===== src/core/aodt_consts.svh =====
// Purpose: offsets, field positions, reset values and counts of the output detect/test block
// Assumes: 13-bit serial-port register addresses, one byte per register
// Notes: thresholds are 16-bit values held as low/high byte pairs
`ifndef AODT_CONSTS_SVH
`define AODT_CONSTS_SVH

// register offsets
`define AODT_REG_TEST_MODE 13'h00d
`define AODT_REG_USER_FIRST 13'h019
`define AODT_REG_USER_LAST 13'h020
`define AODT_REG_THR_FIRST 13'h100
`define AODT_REG_THR_LAST 13'h107
`define AODT_REG_CAL_CTRL 13'h108
`define AODT_REG_OUT_FMT 13'h109
`define AODT_REG_STATUS 13'h10a
`define AODT_REG_CAL_COUNT 13'h10b

// threshold pair indices
`define AODT_THR_UPPER 2'h0
`define AODT_THR_LOWER 2'h1
`define AODT_THR_DWELL 2'h2
`define AODT_THR_CAL 2'h3

// reset values and field positions
`define AODT_TEST_MODE_RST 4'h0
`define AODT_CAL_GATE_RST 1'h1
`define AODT_CAL_GATE_BIT 0
`define AODT_OUT_FMT_BIT 0

// serial port framing: last bit index of instruction and data phases
`define AODT_SPI_CMD_LAST 5'h0f
`define AODT_SPI_DATA_LAST 5'h07

// calibration window and scaling of the average estimate
`define AODT_CAL_LAST 10'h3ff
`define AODT_CAL_AVG_SHIFT 7
`define AODT_CAL_FULL 16'h4000

// fixed pattern words
`define AODT_WORD_ZERO 12'h000
`define AODT_WORD_POS 12'h7ff
`define AODT_WORD_NEG 12'h800
`define AODT_WORD_CHK_A 12'haaa
`define AODT_WORD_CHK_B 12'h555
`define AODT_WORD_ONES 12'hfff
`define AODT_PRBS_SEED 23'h7fffff

`endif


===== src/core/aodt_cfg_if_note_removed.sv =====
`timescale 1ns/100ps
`default_nettype none
`default_nettype wire


===== src/core/aodt_pkg.sv =====
// Purpose: types shared by the output detect/test block
// Assumes: nothing
// Notes: constants live in aodt_consts.svh
package aodt_pkg;
    typedef enum logic [3:0] {
        AODT_SPI_IDLE = 4'b0001,
        AODT_SPI_CMD = 4'b0010,
        AODT_SPI_DATA = 4'b0100,
        AODT_SPI_END = 4'b1000
    } aodt_spi_e;

    typedef enum logic [3:0] {
        AODT_TM_OFF = 4'h0,
        AODT_TM_ZERO = 4'h1,
        AODT_TM_POS = 4'h2,
        AODT_TM_NEG = 4'h3,
        AODT_TM_CHK = 4'h4,
        AODT_TM_PRBS = 4'h5,
        AODT_TM_TOGGLE = 4'h7,
        AODT_TM_USER = 4'h8,
        AODT_TM_RAMP = 4'hf
    } aodt_mode_e;
endpackage : aodt_pkg


===== src/core/aodt_cfg_if.sv =====
// Purpose: configuration and status between the register file and the datapath parts
// Assumes: driven by the top module on the core clock
// Notes: user words are 12-bit, left-justified in their byte pairs
`timescale 1ns/100ps
`default_nettype none
interface aodt_cfg_if;
    logic [3:0] test_mode;
    logic offset_bin;
    logic [11:0] user_word [4];
    logic [15:0] upper_thr;
    logic [15:0] lower_thr;
    logic [15:0] dwell;
    logic over_range_flag;

    modport pat (input test_mode, input offset_bin, input user_word);
    modport fdet (input upper_thr, input lower_thr, input dwell, output over_range_flag);
endinterface : aodt_cfg_if
`default_nettype wire


===== src/core/aodt_fdet.sv =====
// Purpose: over-range flag with upper/lower thresholds and dwell hysteresis
// Assumes: sample is registered on the core clock, twos complement
// Notes: magnitude is scaled by 8 so full scale matches the 0..0x4000 threshold range
`timescale 1ns/100ps
`default_nettype none
module aodt_fdet (
    input wire logic clk,
    input wire logic rst_n,
    input wire logic [11:0] sample,
    aodt_cfg_if.fdet cfg
);
    logic [11:0] mag;
    logic [15:0] mag16;
    logic above;
    logic below;
    logic flag_q, flag_d;
    logic [15:0] cnt_q, cnt_d;

    // magnitude and threshold compares
    assign mag = sample[11] ? 12'(~sample + 12'h001) : sample;
    assign mag16 = {1'b0, mag, 3'h0};
    assign above = mag16 > cfg.upper_thr;
    assign below = mag16 < cfg.lower_thr;

    // dwell run length and flag decision
    always_comb begin
        cnt_d = below ? ((cnt_q == 16'hffff) ? cnt_q : 16'(cnt_q + 16'h0001)) : 16'h0000;
        flag_d = flag_q;
        if (above) begin
            flag_d = 1'b1;
        end else if (flag_q && below && (cnt_q >= cfg.dwell)) begin
            flag_d = 1'b0;
        end
    end

    always_ff @(posedge clk or negedge rst_n) begin
        if (!rst_n) begin
            flag_q <= 1'b0;
            cnt_q <= 16'h0000;
        end else begin
            flag_q <= flag_d;
            cnt_q <= cnt_d;
        end
    end

    assign cfg.over_range_flag = flag_q;
endmodule : aodt_fdet
`default_nettype wire


===== src/core/aodt_pattern.sv =====
// Purpose: output word select between converted samples and test patterns
// Assumes: one output word per core clock
// Notes: offset binary conversion flips the sign bit of patterns that take it
`timescale 1ns/100ps
`default_nettype none
`include "aodt_consts.svh"
module aodt_pattern (
    input wire logic clk,
    input wire logic rst_n,
    input wire logic [11:0] sample,
    aodt_cfg_if.pat cfg,
    output logic [11:0] data_out
);
    logic phase_q, phase_d;
    logic [11:0] ramp_q, ramp_d;
    logic [22:0] prbs_q, prbs_d;
    logic [1:0] uidx_q, uidx_d;
    logic [11:0] data_q, data_d;
    logic [11:0] word;
    logic subj;

    // pattern state and word select
    always_comb begin
        phase_d = ~phase_q;
        prbs_d = {prbs_q[21:0], prbs_q[22] ^ prbs_q[17]};
        ramp_d = 12'h000;
        uidx_d = 2'h0;
        subj = 1'b1;
        case (cfg.test_mode)
            aodt_pkg::AODT_TM_ZERO: word = `AODT_WORD_ZERO;
            aodt_pkg::AODT_TM_POS: word = `AODT_WORD_POS;
            aodt_pkg::AODT_TM_NEG: word = `AODT_WORD_NEG;
            aodt_pkg::AODT_TM_CHK: begin
                word = phase_q ? `AODT_WORD_CHK_B : `AODT_WORD_CHK_A;
                subj = 1'b0;
            end
            aodt_pkg::AODT_TM_PRBS: word = prbs_q[11:0];
            aodt_pkg::AODT_TM_TOGGLE: begin
                word = phase_q ? `AODT_WORD_ZERO : `AODT_WORD_ONES;
                subj = 1'b0;
            end
            aodt_pkg::AODT_TM_USER: begin
                word = cfg.user_word[uidx_q];
                uidx_d = 2'(uidx_q + 2'h1);
            end
            aodt_pkg::AODT_TM_RAMP: begin
                word = ramp_q;
                ramp_d = 12'(ramp_q + 12'h001);
                subj = 1'b0;
            end
            default: word = sample;
        endcase
        data_d = (subj && cfg.offset_bin) ? {~word[11], word[10:0]} : word;
    end

    always_ff @(posedge clk or negedge rst_n) begin
        if (!rst_n) begin
            phase_q <= 1'b0;
            ramp_q <= 12'h000;
            prbs_q <= `AODT_PRBS_SEED;
            uidx_q <= 2'h0;
            data_q <= 12'h000;
        end else begin
            phase_q <= phase_d;
            ramp_q <= ramp_d;
            prbs_q <= prbs_d;
            uidx_q <= uidx_d;
            data_q <= data_d;
        end
    end

    assign data_out = data_q;

    logic chk_run;
    assign chk_run = cfg.test_mode == aodt_pkg::AODT_TM_CHK;
endmodule : aodt_pattern
`default_nettype wire


===== src/core/aodt_top.sv =====
// Purpose: serial-port registers, calibration gate, over-range detect and test output
// Assumes: CORE_CLK is the sample clock; serial-port pins are asynchronous to it
// Notes: single-byte serial transfers: 16-bit instruction then 8 data bits
// Operation
// - register each sample on rising clock edge
// - set over-range flag when magnitude exceeds upper
// - clear flag after below-lower run exceeds dwell
// - accumulate sample magnitudes during calibration window
// - update coefficients only if average exceeds threshold
// - calibration threshold gating enabled after reset
// - 16-bit thresholds assembled from single-byte writes
// - calibration threshold spans zero to 0x4000
// - code 0000 default passes converted samples
// - codes 0001-0011 output fixed words
// - code 0100 alternates checkerboard words
// - code 0101 outputs long pseudo-random sequence
// - code 0111 alternates all ones, all zeros
// - code 1000 outputs user pattern registers
// - code 1111 outputs incrementing ramp
// - format conversion only on listed patterns
`timescale 1ns/100ps
`default_nettype none
`include "aodt_consts.svh"
module aodt_top (
    input wire logic CORE_CLK,
    input wire logic RST_N,
    input wire logic [11:0] SAMPLE_IN,
    input wire logic SPI_CS_N,
    input wire logic SPI_SCLK,
    input wire logic SDIO_I,
    output logic SDIO_O,
    output logic SDIO_OE_N,
    output logic OVER_RANGE_FLAG,
    output logic [11:0] DATA_OUT,
    output logic CAL_UPDATE
);
    aodt_cfg_if cfg ();

    // pin synchronisers; stage one feeds stage two only
    logic cs_m, cs_s, sck_m, sck_s, sck_p, sdi_m, sdi_s;
    logic sck_rise, sck_fall;
    logic [11:0] sample_q;

    // serial port state
    aodt_pkg::aodt_spi_e st_q, st_d;
    logic [4:0] cnt_q, cnt_d;
    logic [15:0] sh_q, sh_d;
    logic [12:0] addr_q, addr_d;
    logic rd_q, rd_d;
    logic [7:0] tx_q, tx_d;
    logic sdo_q, sdo_d, oe_n_q, oe_n_d;
    logic we;
    logic [7:0] wdat;

    // register file
    logic [3:0] tm_q, tm_d;
    logic [7:0] user_q [8];
    logic [7:0] user_d [8];
    logic [15:0] thr_q [4];
    logic [15:0] thr_d [4];
    logic [7:0] pend_q [4];
    logic [7:0] pend_d [4];
    logic gate_q, gate_d, fmt_q, fmt_d;

    // calibration state
    logic [11:0] mag;
    logic [21:0] acc_q, acc_d, acc_sum;
    logic [9:0] ccnt_q, ccnt_d;
    logic [15:0] avg;
    logic upd_q, upd_d, ok_q, ok_d;
    logic [7:0] ucnt_q, ucnt_d;

    always_ff @(posedge CORE_CLK or negedge RST_N) begin
        if (!RST_N) begin
            cs_m <= 1'b1;
            cs_s <= 1'b1;
            sck_m <= 1'b0;
            sck_s <= 1'b0;
            sck_p <= 1'b0;
            sdi_m <= 1'b0;
            sdi_s <= 1'b0;
            sample_q <= 12'h000;
        end else begin
            cs_m <= SPI_CS_N;
            cs_s <= cs_m;
            sck_m <= SPI_SCLK;
            sck_s <= sck_m;
            sck_p <= sck_s;
            sdi_m <= SDIO_I;
            sdi_s <= sdi_m;
            sample_q <= SAMPLE_IN;
        end
    end

    assign sck_rise = sck_s && !sck_p;
    assign sck_fall = !sck_s && sck_p;

    // register read mux
    function automatic logic [7:0] rd_byte(input logic [12:0] a);
        logic [7:0] r;
        r = 8'h00;
        if (a == `AODT_REG_TEST_MODE) begin
            r = {4'h0, tm_q};
        end else if (a >= `AODT_REG_USER_FIRST && a <= `AODT_REG_USER_LAST) begin
            r = user_q[3'(a - `AODT_REG_USER_FIRST)];
        end else if (a >= `AODT_REG_THR_FIRST && a <= `AODT_REG_THR_LAST) begin
            r = a[0] ? thr_q[a[2:1]][15:8] : thr_q[a[2:1]][7:0];
        end else if (a == `AODT_REG_CAL_CTRL) begin
            r = {7'h00, gate_q};
        end else if (a == `AODT_REG_OUT_FMT) begin
            r = {7'h00, fmt_q};
        end else if (a == `AODT_REG_STATUS) begin
            r = {6'h00, ok_q, cfg.over_range_flag};
        end else if (a == `AODT_REG_CAL_COUNT) begin
            r = ucnt_q;
        end
        return r;
    endfunction : rd_byte

    // serial port sequencing
    always_comb begin
        st_d = st_q;
        cnt_d = cnt_q;
        sh_d = sh_q;
        addr_d = addr_q;
        rd_d = rd_q;
        tx_d = tx_q;
        sdo_d = sdo_q;
        oe_n_d = oe_n_q;
        we = 1'b0;
        wdat = 8'h00;
        case (st_q)
            aodt_pkg::AODT_SPI_IDLE: begin
                cnt_d = 5'h00;
                if (!cs_s) begin
                    st_d = aodt_pkg::AODT_SPI_CMD;
                end
            end
            aodt_pkg::AODT_SPI_CMD: begin
                if (sck_rise) begin
                    sh_d = {sh_q[14:0], sdi_s};
                    cnt_d = 5'(cnt_q + 5'h01);
                    if (cnt_q == `AODT_SPI_CMD_LAST) begin
                        rd_d = sh_q[14];
                        addr_d = {sh_q[11:0], sdi_s};
                        tx_d = rd_byte({sh_q[11:0], sdi_s});
                        cnt_d = 5'h00;
                        st_d = aodt_pkg::AODT_SPI_DATA;
                    end
                end
            end
            aodt_pkg::AODT_SPI_DATA: begin
                if (sck_fall && rd_q) begin
                    sdo_d = tx_q[7];
                    tx_d = {tx_q[6:0], 1'b0};
                    oe_n_d = 1'b0;
                end
                if (sck_rise) begin
                    sh_d = {sh_q[14:0], sdi_s};
                    cnt_d = 5'(cnt_q + 5'h01);
                    if (cnt_q == `AODT_SPI_DATA_LAST) begin
                        we = !rd_q;
                        wdat = {sh_q[6:0], sdi_s};
                        st_d = aodt_pkg::AODT_SPI_END;
                    end
                end
            end
            aodt_pkg::AODT_SPI_END: st_d = aodt_pkg::AODT_SPI_END;
            default: st_d = aodt_pkg::AODT_SPI_IDLE;
        endcase
        if (cs_s) begin
            st_d = aodt_pkg::AODT_SPI_IDLE;
            oe_n_d = 1'b1;
            we = 1'b0;
        end
    end

    always_ff @(posedge CORE_CLK or negedge RST_N) begin
        if (!RST_N) begin
            st_q <= aodt_pkg::AODT_SPI_IDLE;
            cnt_q <= 5'h00;
            sh_q <= 16'h0000;
            addr_q <= 13'h0000;
            rd_q <= 1'b0;
            tx_q <= 8'h00;
            sdo_q <= 1'b0;
            oe_n_q <= 1'b1;
        end else begin
            st_q <= st_d;
            cnt_q <= cnt_d;
            sh_q <= sh_d;
            addr_q <= addr_d;
            rd_q <= rd_d;
            tx_q <= tx_d;
            sdo_q <= sdo_d;
            oe_n_q <= oe_n_d;
        end
    end

    // register writes; a high threshold byte commits the pending low byte
    always_comb begin
        tm_d = tm_q;
        user_d = user_q;
        thr_d = thr_q;
        pend_d = pend_q;
        gate_d = gate_q;
        fmt_d = fmt_q;
        if (we) begin
            if (addr_q == `AODT_REG_TEST_MODE) begin
                tm_d = wdat[3:0];
            end else if (addr_q >= `AODT_REG_USER_FIRST && addr_q <= `AODT_REG_USER_LAST) begin
                user_d[3'(addr_q - `AODT_REG_USER_FIRST)] = wdat;
            end else if (addr_q >= `AODT_REG_THR_FIRST && addr_q <= `AODT_REG_THR_LAST) begin
                if (addr_q[0]) begin
                    thr_d[addr_q[2:1]] = {wdat, pend_q[addr_q[2:1]]};
                end else begin
                    pend_d[addr_q[2:1]] = wdat;
                end
            end else if (addr_q == `AODT_REG_CAL_CTRL) begin
                gate_d = wdat[`AODT_CAL_GATE_BIT];
            end else if (addr_q == `AODT_REG_OUT_FMT) begin
                fmt_d = wdat[`AODT_OUT_FMT_BIT];
            end
        end
    end

    always_ff @(posedge CORE_CLK or negedge RST_N) begin
        if (!RST_N) begin
            tm_q <= `AODT_TEST_MODE_RST;
            user_q <= '{default: 8'h00};
            thr_q <= '{default: 16'h0000};
            pend_q <= '{default: 8'h00};
            gate_q <= `AODT_CAL_GATE_RST;
            fmt_q <= 1'b0;
        end else begin
            tm_q <= tm_d;
            user_q <= user_d;
            thr_q <= thr_d;
            pend_q <= pend_d;
            gate_q <= gate_d;
            fmt_q <= fmt_d;
        end
    end

    // configuration to the datapath parts
    assign cfg.test_mode = tm_q;
    assign cfg.offset_bin = fmt_q;
    assign cfg.upper_thr = thr_q[`AODT_THR_UPPER];
    assign cfg.lower_thr = thr_q[`AODT_THR_LOWER];
    assign cfg.dwell = thr_q[`AODT_THR_DWELL];
    for (genvar k = 0; k < 4; k++) begin : g_user
        assign cfg.user_word[k] = {user_q[2 * k + 1], user_q[2 * k][7:4]};
    end

    // calibration magnitude average and update gate
    assign mag = sample_q[11] ? 12'(~sample_q + 12'h001) : sample_q;
    assign acc_sum = 22'(acc_q + {10'h000, mag});
    assign avg = 16'(acc_sum >> `AODT_CAL_AVG_SHIFT);

    always_comb begin
        ccnt_d = 10'(ccnt_q + 10'h001);
        acc_d = acc_sum;
        upd_d = 1'b0;
        ok_d = ok_q;
        ucnt_d = ucnt_q;
        if (ccnt_q == `AODT_CAL_LAST) begin
            acc_d = 22'h000000;
            upd_d = !gate_q || (avg > thr_q[`AODT_THR_CAL]);
            ok_d = upd_d;
            ucnt_d = 8'(ucnt_q + {7'h00, upd_d});
        end
    end

    always_ff @(posedge CORE_CLK or negedge RST_N) begin
        if (!RST_N) begin
            acc_q <= 22'h000000;
            ccnt_q <= 10'h000;
            upd_q <= 1'b0;
            ok_q <= 1'b0;
            ucnt_q <= 8'h00;
        end else begin
            acc_q <= acc_d;
            ccnt_q <= ccnt_d;
            upd_q <= upd_d;
            ok_q <= ok_d;
            ucnt_q <= ucnt_d;
        end
    end

    aodt_fdet u_fdet (
        .clk(CORE_CLK),
        .rst_n(RST_N),
        .sample(sample_q),
        .cfg(cfg.fdet)
    );

    aodt_pattern u_pattern (
        .clk(CORE_CLK),
        .rst_n(RST_N),
        .sample(sample_q),
        .cfg(cfg.pat),
        .data_out(DATA_OUT)
    );

    // outputs straight from flops
    assign SDIO_O = sdo_q;
    assign SDIO_OE_N = oe_n_q;
    assign OVER_RANGE_FLAG = cfg.over_range_flag;
    assign CAL_UPDATE = upd_q;
endmodule : aodt_top
`default_nettype wire


===== config.mk =====
export PLATFORM = sky130hd
export DESIGN_NAME = aodt_top
export DESIGN_NICKNAME = d
export VERILOG_FILES = /design/src/core/aodt_cfg_if_note_removed.sv /design/src/core/aodt_pkg.sv /design/src/core/aodt_cfg_if.sv /design/src/core/aodt_fdet.sv /design/src/core/aodt_pattern.sv /design/src/core/aodt_top.sv
export VERILOG_INCLUDE_DIRS = /design/src /design/src/core
export SDC_FILE = /design/constraint.sdc
export NUM_CORES = 1
export LEC_CHECK = 0
export ABC_AREA = 1
export ABC_CLOCK_PERIOD_IN_PS = 7800
export BUFFER_PORTS_ARGS = -buffer_cell sky130_fd_sc_hd__buf_4
export CAP_MARGIN = 30
export CELL_PAD_IN_SITES_DETAIL_PLACEMENT = 1
export CELL_PAD_IN_SITES_GLOBAL_PLACEMENT = 1
export CORE_MARGIN = 1.5
export CORE_UTILIZATION = 50
export CTS_BUF_LIST = sky130_fd_sc_hd__clkbuf_16
export DETAILED_ROUTE_END_ITERATION = 8
export GPL_TIMING_DRIVEN = 0
export HOLD_SLACK_MARGIN = 0.08
export PLACE_DENSITY = 0.83
export SYNTH_ARGS = -nofsm -noshare
export SYNTH_HDL_FRONTEND = slang
export SYNTH_SLANG_ARGS = --single-unit

===== constraint.sdc =====
create_clock -name CORE_CLK -period 7.8 [get_ports CORE_CLK]
set_clock_uncertainty 0.15 [all_clocks]
set_input_delay 0 -clock CORE_CLK [delete_from_list [all_inputs] [get_ports CORE_CLK]]
set_output_delay 0 -clock CORE_CLK [all_outputs]
set_load 0.05 [all_outputs]

==> results.py <==
metrics = {
    "global_routing": {
        "grt_pass1_wl_um": 96200,
        "overflow": 0,
        "top_usage_layer": "met2",
        "grt_antenna_before_repair": 0,
        "grtUsageTotal_pct": 34.3,
        "grtUsageMet3_pct": 5.88,
        "met1_usage_pct": 43.7,
        "grt_pass1_vias": 17300,
        "grt_use_met2_pct": 57.5,
        "grt_max_degree": 121,
    },
    "detailed_routing": {
        "vias": 16600,
        "wl_per_cell_um": 22.1,
        "via_per_inst": 5.93,
        "antenna_left": 0,
        "drt_wl_total_um": 61800,
        "drtIter0Drc": 1089,
        "drc": 0,
        "drtPass1Iterations": 5,
    },
    "critical_path": {
        "setup.reg_to_reg.worst_slack_ps": 1370,
        "worstPathArrival_ps": 6780,
        "critPathMaxFanout": 5,
        "rr_worst_depth": 27,
        "reg2reg_to": "ucnt_q[6]$_DFFE_PN0N_",
        "crit_end": "ucnt_q[6]$_DFFE_PN0N_",
        "cp-startpoint": "sample_q[0]$_DFF_PN0_",
        "critPathRequiredTime_ps": 8150,
        "start_kind": "register",
        "reg2reg_from": "sample_q[0]$_DFF_PN0_",
        "crit_type": "reg -> reg",
        "cp-end-kind": "register",
    },
    "clock_tree": {
        "cts_tree": "done",
        "clock-sinks": 342,
        "postCtsSetupRepairBufs": 0,
        "cts.reportedPaths.clkPinSlew_ps": 60,
        "root_buffer": "clkbuf_16",
        "clock_path_buffers": 3,
        "numCtsBuffers": 40,
        "clk_latency_ps": 570,
        "cts-htree-levels": 2,
    },
    "cells_and_area": {
        "antennaDiodeCount": 0,
        "final_nets": 2414,
        "fin_cells": 2799,
        "drive_above_1_share_pct": 7.31,
        "final_cell_area_um2": 20400,
        "area_delta_synth_final_pct": 14.1,
        "utilization_pct": 57.6,
    },
    "sta": {
        "worstMarginPinSlew_ps": 970,
        "fmax_ghz": 0.156,
        "setup_viol": 0,
        "hold_viol": 0,
        "rsz0062_at_grt": "false",
        "fin_crit_sh_pct": 82.4,
        "whs_ps": 194,
        "worst_slack_ps": 1370,
        "finalMaxSlewViolations": 0,
        "period_needed_ps": 6430,
        "fin_tns_setup_ps": 0,
        "max_slew_margin_pct": 35.0,
    },
    "synthesis": {
        "yosysMostFrequentCell": "nand2_1",
        "synth_nets": 2300,
        "synth_cell_types": 53,
        "syn_area_per_cell_um2": 8.14,
        "synth_top_area_cell": "dfrtp_1",
        "syn-cell-area_um2": 17900,
        "ys_top_cells_by_area": "dfrtp_1 44%, nand2_1 10%, o21ai_0 8.4%",
        "yosysTopAreaCellShare_pct": 44.0,
        "synth_commonest_cells": "494 x nand2_1, 314 x dfrtp_1, 300 x o21ai_0",
        "synth_cells": 2193,
        "synth_ff_type": "dfrtp_1",
        "yosysWarningCount": 0,
        "ys_seq_area_share_pct": 48.1,
        "synth_edf_count": 0,
        "ys_ff_latch": 342,
        "ys_async_sr_fraction_pct": 100,
    },
    "power": {
        "power_mw": 4.79,
        "power_density_nw_per_um2": 235,
        "ir_drop_uv": 257,
        "leakage_nw": 9.55,
    },
    "placed_design": {
        "placedCellCount": 2692,
        "dp_slack_ps": 1720,
        "gp_congestion": 0.953,
        "place_area_um2": 18800,
        "dp_hpwl_um": 43700,
        "io_buffers": 32,
    },
    "floorplanning": {
        "start_util_pct": 50.4,
        "row_count": 69,
        "die_x_um": 192,
        "fp.dieArea_um2": 36800,
        "die_y_um": 192,
        "num_io_pins": 33,
        "core_region_area_um2": 35400,
    },
    "job": {
        "max-cap-violations": 0,
    },
    "min_path": {
        "hold_path_class": "reg -> reg",
    },
    "outcome": {
        "status": "finished clean",
    },
}
[how the worst min path moves through the flow]
| stage | cells after the start | startpoint | slack [ps] | to |
|---|---|---|---|---|
| 2_1_floorplan | 0 | RST_N | -450 | CAL_UPDATE$_DFF_PN0_ |
| 5_1_grt | 0 | cs_m$_DFF_PN1_ | 210 | cs_s$_DFF_PN1_ |
| 4_1_cts | 0 | sck_m$_DFF_PN0_ | 200 | sck_s$_DFF_PN0_ |
| 3_3_place_gp | 1 | SDIO_I | -40 | sdi_m$_DFF_PN0_ |
| 6_report | 0 | sck_m$_DFF_PN0_ | 190 | sck_s$_DFF_PN0_ |
| 3_5_place_dp | 1 | SPI_CS_N | -40 | cs_m$_DFF_PN1_ |
[per-layer routing]
layer / routed length (um) / part of all wire [%]
met5: 0 / 0
met4: 2370 / 3.8
met3: 3490 / 5.6
met2: 29700 / 48
met1: 26200 / 42
[critical path, cell delays in order (launching register included)]
cell     delay (ps)
dfrtp_1         520
inv_1           160
ha_1            190
nand3_1         120
nor3_1          300
nand3_1         150
o31ai_1         320
xor2_1          440
ha_1            370
a21oi_1         190
o21ai_0         100
a21oi_1         170
o21ai_0         210
or2_2           330
nand2_1         160
inv_1            80
ha_1            280
inv_1            50
nor2_1           90
nand3_1         100
nor3_1          220
a21oi_1         120
o21ai_0         480
ha_1            300
ha_1            210
nand3_1          90
nor3_1          280
xor2_1          170
[flip-flops by register name, indices dropped and copies added (netlist names), 22 cells and up]
register	cells
u_pattern.prbs_q	23
pend_q	32
cfg.user_word	48
acc_q	22
[final cells by class]
class                   instances  area, um2
well taps                     461        577
clock buffers                  41       1030
clock inverters                32        223
repair buffers                 72        683
inverters                     240        901
flip-flops and latches        342       8590
plain buffers                  74        318
fillers                      4269      15000
multi-input cells            1537       8050
[cells in the final DEF (no fill, tap or decap), types with 41 or more instances in the layout]
| cell | count |
|---|---|
| a21oi_1 | 111 |
| clkbuf_1 | 43 |
| clkbuf_16 | 41 |
| dfrtp_1 | 314 |
| ha_1 | 89 |
| inv_1 | 241 |
| nand2_1 | 494 |
| nand3_1 | 105 |
| nor2_1 | 192 |
| nor3_1 | 43 |
| o21ai_0 | 300 |
[where the power goes]
part | internal [mW] | switching [mW]
Sequential | 1.85 | 0.0544
Clock | 1.05 | 0.790
Combinational | 0.354 | 0.699
[logic make-up after synthesis]
family / share of synthesized area [%]
AOI/OAI and AO/OA: 15.5
xor gates and xnor gates: 2.26
adders and majority gates: 6.35
buffers and inverters: 6.83
DFF: 48.1
muxes: 0.182
and+or+nand+nor: 20.7
[timing repair]
action | CTS | global route
gates resized for setup | 0 | 0
hold buffers | 33 | 0
endpoints found under the hold margin | 321 | 0
No activity file was read; power rests on OpenSTA's default activity.
